## config.mk

```make
export PLATFORM = sky130hd
export DESIGN_NAME = acs_clock_selector
export DESIGN_NICKNAME = d
export VERILOG_FILES = /design/src/acs_pkg.sv /design/src/acs_reg_if.sv /design/src/acs_axil_slave.sv /design/src/acs_clock_selector.sv /design/src/acs_rate_meter.sv
export SDC_FILE = /design/constraint.sdc
export NUM_CORES = 2
export LEC_CHECK = 0
export ABC_AREA = 1
export BUFFER_PORTS_ARGS = -buffer_cell sky130_fd_sc_hd__buf_2
export CAP_MARGIN = 0
export CORE_ASPECT_RATIO = 1.25
export CORE_UTILIZATION = 30
export CTS_CLUSTER_SIZE = 14
export DETAILED_ROUTE_END_ITERATION = 8
export GPL_TIMING_DRIVEN = 0
export SLEW_MARGIN = 40
export SYNTH_ARGS = -nofsm -noshare
export SYNTH_HDL_FRONTEND = slang
export SYNTH_SLANG_ARGS = --single-unit
export TNS_END_PERCENT = 50
```

## constraint.sdc

```tcl
create_clock -name sys_clk -period 5.3 [get_ports sys_clk]
set_clock_uncertainty 0.1 [all_clocks]
set_input_delay 0.265 -clock sys_clk [delete_from_list [all_inputs] [get_ports sys_clk]]
set_output_delay 0.265 -clock sys_clk [all_outputs]
set_load 0.02 [all_outputs]
```

## src/acs_pkg.sv

```systemverilog
// constants, types and helpers of the audio clock source selector
package acs_pkg;

   // =====================================================================
   // clock and rate limits
   localparam int SYS_CLK_HZ     = 250_000_000;
   localparam int FS_MIN_HZ      = 25_000;
   localparam int FS_MAX_HZ      = 105_000;
   localparam int DBL_MIN_HZ     = 88_200;
   localparam int PLAY_RST_HZ    = 48_000;
   localparam int PER_MAX_CYC    = SYS_CLK_HZ / FS_MIN_HZ;
   localparam int PER_MIN_CYC    = (SYS_CLK_HZ + FS_MAX_HZ - 1) / FS_MAX_HZ;
   localparam int DBL_PER_CYC    = SYS_CLK_HZ / DBL_MIN_HZ;
   localparam int PLAY_PER_CYC   = SYS_CLK_HZ / PLAY_RST_HZ;
   localparam int PER_W          = 16;
   localparam int PER_TOL        = 4;
   localparam int PHASE_TOL      = 8;

   typedef logic [PER_W-1:0] acs_per_t;

   // =====================================================================
   // sources, lock states, clock states
   localparam int N_SRC  = 6;
   localparam int N_OPT  = 3;
   localparam int N_PIN  = 9;
   typedef logic [2:0] acs_src_t;
   localparam acs_src_t SRC_SER      = 3'h3;
   localparam acs_src_t SRC_INTERNAL = 3'h7;
   localparam int PIN_COAX_FCLK = 3;
   localparam int PIN_OPT_FCLK  = 4;
   localparam int PIN_WORD      = 5;
   localparam int PIN_SYNC      = 6;
   localparam int PIN_COAX_RX   = 7;
   localparam int PIN_OPT_RX    = 8;

   typedef enum logic [1:0] {
      LK_NONE = 2'b00,
      LK_LOCK = 2'b01,
      LK_SYNC = 2'b10
   } acs_lock_e;

   typedef enum logic {
      CLK_MASTER = 1'b0,
      CLK_SLAVE  = 1'b1
   } acs_clk_e;

   // =====================================================================
   // register map
   localparam int AW = 8;
   localparam logic [AW-1:0] REG_CTRL     = 8'h00;
   localparam logic [AW-1:0] REG_PLAY     = 8'h04;
   localparam logic [AW-1:0] REG_STAT     = 8'h08;
   localparam logic [AW-1:0] REG_ACT_PER  = 8'h0c;
   localparam logic [AW-1:0] REG_SER_PER  = 8'h10;
   localparam logic [AW-1:0] REG_BUF      = 8'h14;
   localparam logic [2:0]    REG_SRC_PAGE = 3'h1;
   localparam int CTRL_AUTO     = 0;
   localparam int CTRL_PREF_LSB = 1;
   localparam int CTRL_SER_OPT  = 4;
   localparam int CTRL_OUT_OPT  = 5;
   localparam int CTRL_RATE_CHK = 6;
   localparam int CTRL_BUF_LSB  = 8;
   localparam logic [31:0] CTRL_RST = 32'h0000_0340;
   localparam int STAT_SLAVE    = 3;
   localparam int STAT_SPLIT    = 4;
   localparam int STAT_LK_LSB   = 16;
   localparam int BUF_W         = 13;
   localparam int BUF_MIN_LEN   = 64;
   localparam logic [2:0] BUF_CODE_MAX = 3'h6;
   localparam logic [1:0] RESP_OKAY   = 2'b00;
   localparam logic [1:0] RESP_SLVERR = 2'b10;

   function automatic acs_per_t acs_absdiff(acs_per_t a, acs_per_t b);
      return (a > b) ? a - b : b - a;
   endfunction

   function automatic logic [31:0] acs_wmask(logic [31:0] o, logic [31:0] n,
                                             logic [3:0] s);
      logic [31:0] r;
      r = o;
      for (int i = 0; i < 4; i++) begin
         if (s[i]) r[8*i +: 8] = n[8*i +: 8];
      end
      return r;
   endfunction

endpackage

```

## src/acs_reg_if.sv

```systemverilog
// register access carrier between bus slave and register file
`timescale 1ns/1ps
interface acs_reg_if;
   logic        wr_en;
   logic [7:0]  wr_addr;
   logic [31:0] wr_data;
   logic [3:0]  wr_strb;
   logic        wr_hit;
   logic [7:0]  rd_addr;
   logic [31:0] rd_data;
   logic        rd_hit;
   modport slv  (output wr_en, wr_addr, wr_data, wr_strb, rd_addr,
                 input wr_hit, rd_data, rd_hit);
   modport regs (input wr_en, wr_addr, wr_data, wr_strb, rd_addr,
                 output wr_hit, rd_data, rd_hit);
endinterface
```

## src/acs_axil_slave.sv

```systemverilog
// axi4-lite slave front end of the register file
`timescale 1ns/1ps
module acs_axil_slave (
   input  wire logic        sys_clk,
   input  wire logic        reset_n,
   input  wire logic [7:0]  s_axi_awaddr,
   input  wire logic        s_axi_awvalid,
   output logic             s_axi_awready,
   input  wire logic [31:0] s_axi_wdata,
   input  wire logic [3:0]  s_axi_wstrb,
   input  wire logic        s_axi_wvalid,
   output logic             s_axi_wready,
   output logic [1:0]       s_axi_bresp,
   output logic             s_axi_bvalid,
   input  wire logic        s_axi_bready,
   input  wire logic [7:0]  s_axi_araddr,
   input  wire logic        s_axi_arvalid,
   output logic             s_axi_arready,
   output logic [31:0]      s_axi_rdata,
   output logic [1:0]       s_axi_rresp,
   output logic             s_axi_rvalid,
   input  wire logic        s_axi_rready,
   acs_reg_if.slv           rif
);
   import acs_pkg::*;

   logic        aw_held;
   logic        w_held;
   logic [7:0]  aw_addr_q;
   logic [31:0] w_data_q;
   logic [3:0]  w_strb_q;

   wire do_wr = aw_held && w_held && !s_axi_bvalid;
   wire ar_go = s_axi_arvalid && s_axi_arready;

   assign s_axi_awready = !aw_held;
   assign s_axi_wready  = !w_held;
   assign s_axi_arready = !s_axi_rvalid;
   assign rif.wr_en     = do_wr;
   assign rif.wr_addr   = aw_addr_q;
   assign rif.wr_data   = w_data_q;
   assign rif.wr_strb   = w_strb_q;
   assign rif.rd_addr   = s_axi_araddr;

   // =====================================================================
   // write and read channels
   always_ff @(posedge sys_clk or negedge reset_n) begin
      if (!reset_n) begin
         aw_held      <= 1'b0;
         w_held       <= 1'b0;
         aw_addr_q    <= '0;
         w_data_q     <= '0;
         w_strb_q     <= '0;
         s_axi_bvalid <= 1'b0;
         s_axi_bresp  <= RESP_OKAY;
         s_axi_rvalid <= 1'b0;
         s_axi_rdata  <= '0;
         s_axi_rresp  <= RESP_OKAY;
      end else begin
         if (s_axi_awvalid && !aw_held) begin
            aw_held   <= 1'b1;
            aw_addr_q <= s_axi_awaddr;
         end else if (do_wr) aw_held <= 1'b0;
         if (s_axi_wvalid && !w_held) begin
            w_held   <= 1'b1;
            w_data_q <= s_axi_wdata;
            w_strb_q <= s_axi_wstrb;
         end else if (do_wr) w_held <= 1'b0;
         if (do_wr) begin
            s_axi_bvalid <= 1'b1;
            s_axi_bresp  <= rif.wr_hit ? RESP_OKAY : RESP_SLVERR;
         end else if (s_axi_bready) s_axi_bvalid <= 1'b0;
         if (ar_go) begin
            s_axi_rvalid <= 1'b1;
            s_axi_rdata  <= rif.rd_data;
            s_axi_rresp  <= rif.rd_hit ? RESP_OKAY : RESP_SLVERR;
         end else if (s_axi_rready) s_axi_rvalid <= 1'b0;
      end
   end

endmodule

```

## src/acs_clock_selector.sv

```systemverilog
// audio clock source selector: input monitors, reference choice, frame clock
// Function
// - master crystal mode or automatic reference mode
// - unavailable preferred reference moves to next
// - candidates: optical, serial, word clock, sync port
// - scan inputs, adopt valid one matching playback rate (optical at half in split)
// - keep valid preferred, else first valid in turn
// - no valid input falls back to master
// - report master or slave clock state
// - report active reference and its measured rate
// - per input: no lock, lock or sync
// - all inputs monitored at once, one reference
// - lock to any rate within supported range
// - double rate with optical preferred enters split
// - split mode reports optical rate as half serial
// - serial input from coax or first optical
// - serial output always coax, optionally optical
// - serial input rate is separate status value
// - buffer length power of two, 64 to 4096
`timescale 1ns/1ps
module acs_clock_selector #(
   parameter int PER_MAX = acs_pkg::PER_MAX_CYC
) (
   input  wire logic                 sys_clk,
   input  wire logic                 reset_n,
   input  wire logic [7:0]           s_axi_awaddr,
   input  wire logic                 s_axi_awvalid,
   output logic                      s_axi_awready,
   input  wire logic [31:0]          s_axi_wdata,
   input  wire logic [3:0]           s_axi_wstrb,
   input  wire logic                 s_axi_wvalid,
   output logic                      s_axi_wready,
   output logic [1:0]                s_axi_bresp,
   output logic                      s_axi_bvalid,
   input  wire logic                 s_axi_bready,
   input  wire logic [7:0]           s_axi_araddr,
   input  wire logic                 s_axi_arvalid,
   output logic                      s_axi_arready,
   output logic [31:0]               s_axi_rdata,
   output logic [1:0]                s_axi_rresp,
   output logic                      s_axi_rvalid,
   input  wire logic                 s_axi_rready,
   input  wire logic [2:0]           opt_fclk,
   input  wire logic                 ser_coax_fclk,
   input  wire logic                 ser_opt_fclk,
   input  wire logic                 word_clk_in,
   input  wire logic                 sync_port_input,
   input  wire logic                 ser_coax_rx,
   input  wire logic                 first_optical_port_rx,
   input  wire logic                 ser_tx_data,
   input  wire logic                 opt_tx_data,
   output logic                      ser_coax_tx,
   output logic                      first_optical_port_tx,
   output logic                      ser_rx_data,
   output logic                      sys_frame_tick,
   output logic                      split_mode,
   output acs_pkg::acs_clk_e         clock_state,
   output acs_pkg::acs_src_t         active_reference_status,
   output logic [11:0]               input_lock_monitor,
   output logic [acs_pkg::BUF_W-1:0] dma_buf_len
);
   import acs_pkg::*;

   // =====================================================================
   // bus slave
   acs_reg_if rif ();

   acs_axil_slave u_axil (
      .sys_clk       (sys_clk),
      .reset_n       (reset_n),
      .s_axi_awaddr  (s_axi_awaddr),
      .s_axi_awvalid (s_axi_awvalid),
      .s_axi_awready (s_axi_awready),
      .s_axi_wdata   (s_axi_wdata),
      .s_axi_wstrb   (s_axi_wstrb),
      .s_axi_wvalid  (s_axi_wvalid),
      .s_axi_wready  (s_axi_wready),
      .s_axi_bresp   (s_axi_bresp),
      .s_axi_bvalid  (s_axi_bvalid),
      .s_axi_bready  (s_axi_bready),
      .s_axi_araddr  (s_axi_araddr),
      .s_axi_arvalid (s_axi_arvalid),
      .s_axi_arready (s_axi_arready),
      .s_axi_rdata   (s_axi_rdata),
      .s_axi_rresp   (s_axi_rresp),
      .s_axi_rvalid  (s_axi_rvalid),
      .s_axi_rready  (s_axi_rready),
      .rif           (rif.slv)
   );

   // =====================================================================
   // pin synchronisers
   logic [N_PIN-1:0] pin_raw;
   logic [N_PIN-1:0] pin_s1;
   logic [N_PIN-1:0] pin_s2;

   assign pin_raw = {first_optical_port_rx, ser_coax_rx, sync_port_input,
                     word_clk_in, ser_opt_fclk, ser_coax_fclk, opt_fclk};

   genvar gp;
   generate
      for (gp = 0; gp < N_PIN; gp++) begin : g_sync
         always_ff @(posedge sys_clk or negedge reset_n) begin
            if (!reset_n) begin
               pin_s1[gp] <= 1'b0;
               pin_s2[gp] <= 1'b0;
            end else begin
               pin_s1[gp] <= pin_raw[gp];
               pin_s2[gp] <= pin_s1[gp];
            end
         end
      end
   endgenerate

   // =====================================================================
   // control registers
   logic [31:0] ctrl;
   acs_per_t    play_per;

   wire       auto_mode  = ctrl[CTRL_AUTO];
   wire [2:0] pref_raw   = ctrl[CTRL_PREF_LSB +: 3];
   wire       ser_opt    = ctrl[CTRL_SER_OPT];
   wire       out_opt    = ctrl[CTRL_OUT_OPT];
   wire       rate_chk   = ctrl[CTRL_RATE_CHK];
   wire [2:0] buf_raw    = ctrl[CTRL_BUF_LSB +: 3];
   wire [2:0] pref       = (pref_raw >= 3'(N_SRC)) ? 3'h0 : pref_raw;
   wire [2:0] buf_code   = (buf_raw > BUF_CODE_MAX) ? BUF_CODE_MAX : buf_raw;
   wire       wr_ctrl    = rif.wr_en && rif.wr_addr == REG_CTRL;
   wire       wr_play    = rif.wr_en && rif.wr_addr == REG_PLAY;
   wire [31:0] play_word = acs_wmask({16'h0000, play_per}, rif.wr_data,
                                     rif.wr_strb);

   assign rif.wr_hit = rif.wr_addr == REG_CTRL || rif.wr_addr == REG_PLAY;

   always_ff @(posedge sys_clk or negedge reset_n) begin
      if (!reset_n) begin
         ctrl     <= CTRL_RST;
         play_per <= acs_per_t'(PLAY_PER_CYC);
      end else begin
         if (wr_ctrl) ctrl <= acs_wmask(ctrl, rif.wr_data, rif.wr_strb);
         if (wr_play) play_per <= play_word[PER_W-1:0];
      end
   end

   // =====================================================================
   // input monitors, all running in parallel
   logic                  frame_tick;
   logic [N_SRC-1:0]      src_lvl;
   logic [N_SRC-1:0]      src_edge;
   acs_per_t              src_per   [N_SRC];
   acs_per_t              src_rep   [N_SRC];
   acs_lock_e             src_lock  [N_SRC];
   logic [N_SRC-1:0]      src_valid;

   wire ser_lvl = ser_opt ? pin_s2[PIN_OPT_FCLK]
                          : pin_s2[PIN_COAX_FCLK];
   assign src_lvl = {pin_s2[PIN_SYNC], pin_s2[PIN_WORD], ser_lvl,
                     pin_s2[N_OPT-1:0]};

   // double rate playback with optical preferred runs split
   assign split_mode = auto_mode && pref < 3'(N_OPT) &&
                       play_per <= acs_per_t'(DBL_PER_CYC);

   genvar gs;
   generate
      for (gs = 0; gs < N_SRC; gs++) begin : g_src
         wire      is_opt = gs < N_OPT;
         wire acs_per_t want = (split_mode && is_opt) ? {play_per[PER_W-2:0],
                                                         1'b0} : play_per;
         acs_rate_meter #(
            .PER_MAX (PER_MAX)
         ) u_meter (
            .sys_clk    (sys_clk),
            .reset_n    (reset_n),
            .fclk_lvl   (src_lvl[gs]),
            .frame_tick (frame_tick),
            .edge_seen  (src_edge[gs]),
            .period     (src_per[gs]),
            .lock_state (src_lock[gs])
         );
         assign src_rep[gs] = (split_mode && is_opt) ?
                              {src_per[SRC_SER][PER_W-2:0], 1'b0} : src_per[gs];
         // valid signal at the playback rate (half of it for optical in split), or any rate when unchecked
         assign src_valid[gs] = src_lock[gs] != LK_NONE &&
                                (!rate_chk || acs_absdiff(src_per[gs], want)
                                 <= acs_per_t'(PER_TOL));
         assign input_lock_monitor[2*gs +: 2] = src_lock[gs];
      end
   endgenerate

   // =====================================================================
   // reference choice
   acs_src_t next_ref;

   always_comb begin
      logic found;
      int   idx;
      found    = 1'b0;
      idx      = 0;
      next_ref = SRC_INTERNAL;
      if (auto_mode) begin
         // preferred first, then the others in turn
         for (int k = 0; k < N_SRC; k++) begin
            idx = (int'(pref) + k) % N_SRC;
            if (!found && src_valid[idx]) begin
               next_ref = acs_src_t'(idx);
               found    = 1'b1;
            end
         end
      end
   end

   // =====================================================================
   // frame clock generation and switch commit
   acs_per_t div_cnt;
   acs_per_t gap_cnt;
   acs_per_t half_cnt;
   logic     mid_armed;

   wire           is_slave    = clock_state == CLK_SLAVE;
   wire           ref_edge    = is_slave &&
                                src_edge[active_reference_status];
   wire acs_per_t ref_per     = src_per[active_reference_status];
   wire           master_tick = div_cnt >= play_per - acs_per_t'(1);
   wire           ref_opt     = active_reference_status < 3'(N_OPT);
   wire           mid_tick    = split_mode && ref_opt && mid_armed &&
                                half_cnt >= {1'b0, ref_per[PER_W-1:1]};
   wire           stalled     = is_slave && gap_cnt >= acs_per_t'(PER_MAX);
   wire           commit      = frame_tick || stalled;

   assign frame_tick = is_slave ? (ref_edge || mid_tick) : master_tick;

   always_ff @(posedge sys_clk or negedge reset_n) begin
      if (!reset_n) begin
         div_cnt   <= '0;
         gap_cnt   <= '0;
         half_cnt  <= '0;
         mid_armed <= 1'b0;
      end else begin
         if (master_tick || ref_edge) div_cnt <= '0;
         else div_cnt <= div_cnt + acs_per_t'(1);
         if (frame_tick) gap_cnt <= '0;
         else if (!stalled) gap_cnt <= gap_cnt + acs_per_t'(1);
         if (ref_edge) begin
            half_cnt  <= '0;
            mid_armed <= 1'b1;
         end else begin
            if (half_cnt != '1) half_cnt <= half_cnt + acs_per_t'(1);
            if (mid_tick) mid_armed <= 1'b0;
         end
      end
   end

   always_ff @(posedge sys_clk or negedge reset_n) begin
      if (!reset_n) begin
         active_reference_status <= SRC_INTERNAL;
         clock_state             <= CLK_MASTER;
      end else if (commit) begin
         active_reference_status <= next_ref;
         clock_state <= (next_ref == SRC_INTERNAL) ? CLK_MASTER
                                                   : CLK_SLAVE;
      end
   end

   // =====================================================================
   // serial data routing, frame tick and buffer length outputs
   always_ff @(posedge sys_clk or negedge reset_n) begin
      if (!reset_n) begin
         ser_coax_tx           <= 1'b0;
         first_optical_port_tx <= 1'b0;
         ser_rx_data           <= 1'b0;
         sys_frame_tick        <= 1'b0;
         dma_buf_len           <= '0;
      end else begin
         ser_coax_tx           <= ser_tx_data;
         first_optical_port_tx <= out_opt ? ser_tx_data : opt_tx_data;
         ser_rx_data           <= ser_opt ? pin_s2[PIN_OPT_RX]
                                          : pin_s2[PIN_COAX_RX];
         sys_frame_tick        <= frame_tick;
         dma_buf_len           <= BUF_W'(BUF_MIN_LEN) << buf_code;
      end
   end

   // =====================================================================
   // read decode
   acs_per_t    act_per;
   logic [31:0] stat_word;
   logic [2:0]  rd_src;

   assign act_per   = is_slave ? src_rep[active_reference_status] : play_per;
   assign stat_word = {4'h0, input_lock_monitor, 11'h000, split_mode,
                       clock_state, active_reference_status};
   assign rd_src    = rif.rd_addr[4:2];

   wire rd_is_ctrl = rif.rd_addr == REG_CTRL;
   wire rd_is_play = rif.rd_addr == REG_PLAY;
   wire rd_is_stat = rif.rd_addr == REG_STAT;
   wire rd_is_act  = rif.rd_addr == REG_ACT_PER;
   wire rd_is_ser  = rif.rd_addr == REG_SER_PER;
   wire rd_is_buf  = rif.rd_addr == REG_BUF;
   wire rd_is_src  = rif.rd_addr[7:5] == REG_SRC_PAGE &&
                     rif.rd_addr[1:0] == 2'b00 && rd_src < 3'(N_SRC);

   assign rif.rd_hit  = rd_is_ctrl || rd_is_play || rd_is_stat || rd_is_act ||
                        rd_is_ser || rd_is_buf || rd_is_src;
   assign rif.rd_data = rd_is_ctrl ? ctrl :
                        rd_is_play ? {16'h0000, play_per} :
                        rd_is_stat ? stat_word :
                        rd_is_act  ? {16'h0000, act_per} :
                        rd_is_ser  ? {16'h0000, src_per[SRC_SER]} :
                        rd_is_buf  ? {19'h00000, dma_buf_len} :
                        rd_is_src  ? {16'h0000, src_rep[rd_src]} :
                        32'h0000_0000;

endmodule

```

## src/acs_rate_meter.sv

```systemverilog
// frame period, lock and phase monitor for one synchronised frame clock
`timescale 1ns/1ps
module acs_rate_meter #(
   parameter int PER_MAX = acs_pkg::PER_MAX_CYC
) (
   input  wire logic          sys_clk,
   input  wire logic          reset_n,
   input  wire logic          fclk_lvl,
   input  wire logic          frame_tick,
   output logic               edge_seen,
   output acs_pkg::acs_per_t  period,
   output acs_pkg::acs_lock_e lock_state
);
   import acs_pkg::*;

   logic     fclk_d;
   logic     locked;
   logic     synced;
   acs_per_t cnt;
   acs_per_t phase_cnt;
   acs_per_t phase_last;

   wire           rise     = fclk_lvl & ~fclk_d;
   wire acs_per_t meas     = cnt + acs_per_t'(1);
   wire           stale    = cnt >= acs_per_t'(PER_MAX);
   wire           in_range = meas >= acs_per_t'(PER_MIN_CYC) &&
                             meas <= acs_per_t'(PER_MAX);
   wire           steady   = acs_absdiff(meas, period) <= acs_per_t'(PER_TOL);
   wire           aligned  = acs_absdiff(phase_cnt, phase_last) <=
                             acs_per_t'(PHASE_TOL);

   // =====================================================================
   // period, lock and phase tracking
   always_ff @(posedge sys_clk or negedge reset_n) begin
      if (!reset_n) begin
         fclk_d     <= 1'b0;
         edge_seen  <= 1'b0;
         cnt        <= '0;
         period     <= '0;
         locked     <= 1'b0;
         synced     <= 1'b0;
         phase_cnt  <= '0;
         phase_last <= '0;
      end else begin
         fclk_d    <= fclk_lvl;
         edge_seen <= rise;
         if (rise) begin
            cnt        <= '0;
            period     <= meas;
            locked     <= in_range && steady;
            synced     <= in_range && steady && locked && aligned;
            phase_last <= phase_cnt;
         end else if (!stale) begin
            cnt <= cnt + acs_per_t'(1);
         end else begin
            locked <= 1'b0;
            synced <= 1'b0;
         end
         if (frame_tick) phase_cnt <= '0;
         else if (phase_cnt != '1) phase_cnt <= phase_cnt + acs_per_t'(1);
      end
   end

   assign lock_state = synced ? LK_SYNC : (locked ? LK_LOCK : LK_NONE);

endmodule

```

==> out/metrics.yaml <==
run_status:
  status: "complete, but fails checks"
  violations: "setup timing"
placed_design:
  place_congestion: 1.036
  detailedPlace.worstSlack_ns: -3.054
  dp.cells: 11586
  portBuffers: 136
  place_area_mm2: 0.06326
  dpl.hpwl_mm: 194.9
route:
  first_iter_violations: 5096
  postRouteAntennaNets: 0
  drt_wl_total_mm: 243.3
  vias: 62561
  vias_per_cell: 5.265
  drcViolationCount: 0
  wl_per_cell_um: 20.48
  firstDrtPassIters: 6
timing:
  max_freq_mhz: 172.3
  finalCritPeriodShare_pct: 109.5
  rsz0062_at_grt: "yes"
  tightest_slew_ns: 0.9697
  relSlewSlack_pct: 34.67
  tns_ns: -1.864
  hold_viol_final: 0
  final_max_slew_viol_count: 0
  holdWs_ns: 0.03164
  finalSetupViolCount: 4
  period_minus_slack_ns: 5.805
  setup_slack_ns: -0.5046
global_routing:
  grt_pass1_wl_mm: 365.0
  grt_max_degree: 102
  grt_use_met3_pct: 3.758
  grtUsageMet1_pct: 29.96
  top_usage_layer: "met2"
  overflow: 0
  grt_pass1_vias: 60718
  antenna_found_initial: 9
  met2_usage_pct: 39.37
  grtUsageTotal_pct: 23.86
worst_setup_path:
  critPathSlowestCell: "dfrtp_2"
  r2r_slack_ns: -0.50
  worstSetupPathType: "reg -> reg"
  critPathLaunchType: "register"
  crit_path_end_kind: "register"
  critPathLaunch: "ctrl[2]"
  reg2reg_depth: 39
  max_stage_delay_ns: 0.43
  r2r-start: "ctrl[2]"
  cpMostUsedCell: "nand2_1"
  cp_max_fo: 7
  crit_arrival_ns: 6.32
  required_ns: 5.82
power:
  ir_worst_vdd_mv: 0.2769
  p_per_area_mw_per_mm2: 451.6
  power_mw: 31.35
  p_leak_nw: 35.24
floorplan:
  rows: 181
  start_util_pct: 30.27
  dieArea_mm2: 0.1988
  core_mm2: 0.1952
  fp.dieH_um: 498.2
  die_w_um: 399.0
  ios: 145
synthesis:
  synth.top_cell.area_share_pct: 25.79
  async_reset_ff_share_pct: 100.0
  synth_cell_types: 84
  synth_most_common_cell: "nand2_1"
  yosys.area.top_type: "dfrtp_1"
  synth-seq-cells: 620
  synth_edf_count: 0
  synth-seq-area-share_pct: 26.28
  yosys-top-cells-count: "2216 x nand2_1, 1291 x inv_1, 837 x o21ai_0"
  postSynthCellCount: 8873
  synth_area_leaders: "dfrtp_1 26%, nand2_1 14%, ha_1 13%"
  synth_ff_type: "dfrtp_1"
  yosys_warnings: 0
  avgSynthCellArea_um2: 6.659
  synthesis.area_mm2: 0.05909
cts:
  cts.sinks: 620
  clkTransAtPathRegs_ns: 0.07
  cts_buffers: 77
  cts-root-buf: "clkbuf_16"
  clk_path_buf_depth: 3
  h-tree-depth: 3
  cts_tree: "done"
  worstSkewPairLatency_ns: 0.75
finish:
  drive_above_1_share_pct: 10.13
  num-fill-cells: 20935
  synthToLayoutAreaGrowth_pct: 17.47
  final_util_pct: 35.56
  fin_area_mm2: 0.06941
  fin_nets: 9953
  final_cells: 11882
worst_hold_path:
  min_path_type: "in -> async"
run:
  cap_violations: 0
cell families after synthesis:
group	share of synthesized area (%)
adders and majority gates	13.32
muxes	0.8449
AOI/OAI and AO/OA	19.06
xor gates and xnor gates	3.231
other	0.006346
and+or+nand+nor	27.22
DFF	26.28
buffers and inverters	10.03
power breakdown:
| part | internal, mW | switching [mW] | leakage, nW | total, mW |
|---|---|---|---|---|
| combinational | 6.95 | 12.9 | 25.8 | 19.9 |
| clock | 3.17 | 2.49 | 1.29 | 5.66 |
| sequential | 5.20 | 0.614 | 8.13 | 5.81 |
| total | 15.3 | 16.0 | 35.2 | 31.3 |
repair_timing:
| item | CTS | global route |
|---|---|---|
| hold buffers | 58 | 0 |
| cloned | 3 | 0 |
| pin swaps | 94 | 64 |
| endpoints found under the setup margin | 125 | 129 |
| buffers inserted | 76 | 24 |
| hold endpoints to repair | 408 | 0 |
| gates resized for setup | 343 | 140 |
layout by cell type (no fill, tap or decap), drive strengths merged, types with 95 or more instances in the layout:
cell / count
nand4: 144
nand2: 2256
buf: 304
dfrtp: 609
nor2: 728
clkbuf: 253
a21oi: 610
ha: 629
nand3: 455
inv: 1309
o21ai: 881
o22ai: 95
xor2: 174
nor3: 145
path summary, 6_finish.rpt:
| check | to |
|---|---|
| setup / recovery | clock_state |
| hold / removal | g_src[1].u_meter.phase_last[13] |
| setup reg to reg | clock_state |
| hold reg to reg | pin_s2[6] |
| max in group asynchronous | g_src[4].u_meter.period[9] |
| min in group sys_clk | pin_s1[2] |
state kept, by name (all words and copies together), names as in the netlist, 16 cells and up:
signal / count
g_src.u_meter.period: 96
half_cnt: 16
u_axil.s_axi_rdata: 32
ctrl: 32
g_src.u_meter.phase_last: 96
div_cnt: 16
u_axil.rif.wr_data: 32
gap_cnt: 16
g_src.u_meter.cnt: 96
g_src.want: 16
g_src.u_meter.phase_cnt: 96
cell type report:
cell class / count / area (um^2) / share of cell area, %
multi-input cells: 6717 / 39400 / 56.77
clock buffers: 104 / 2178 / 3.138
well taps: 2562 / 3206 / 4.618
plain buffers: 207 / 1059 / 1.525
clock inverters: 39 / 544.3 / 0.7842
repair buffers: 304 / 2400 / 3.457
inverters: 1327 / 5056 / 7.284
flip-flops and latches: 620 / 15560 / 22.41
diodes: 2 / 5.005 / 0.007211
routing by layer:
metal	vias to the layer above	part of all wire (%)
met5	-	0.0078
met4	4	5.6
met3	569	6.3
met2	2119	46
met1	29797	42
li1	30072	-
critical path: cells and delay by family (launching register included):
kind | cells | cell delay [ns]
buf+inv | 8 | 1.08
compound gates | 2 | 0.33
flops | 1 | 0.43
fa+ha+maj | 4 | 0.86
simple gates | 25 | 2.86
No activity file was read; power rests on OpenSTA's default activity.
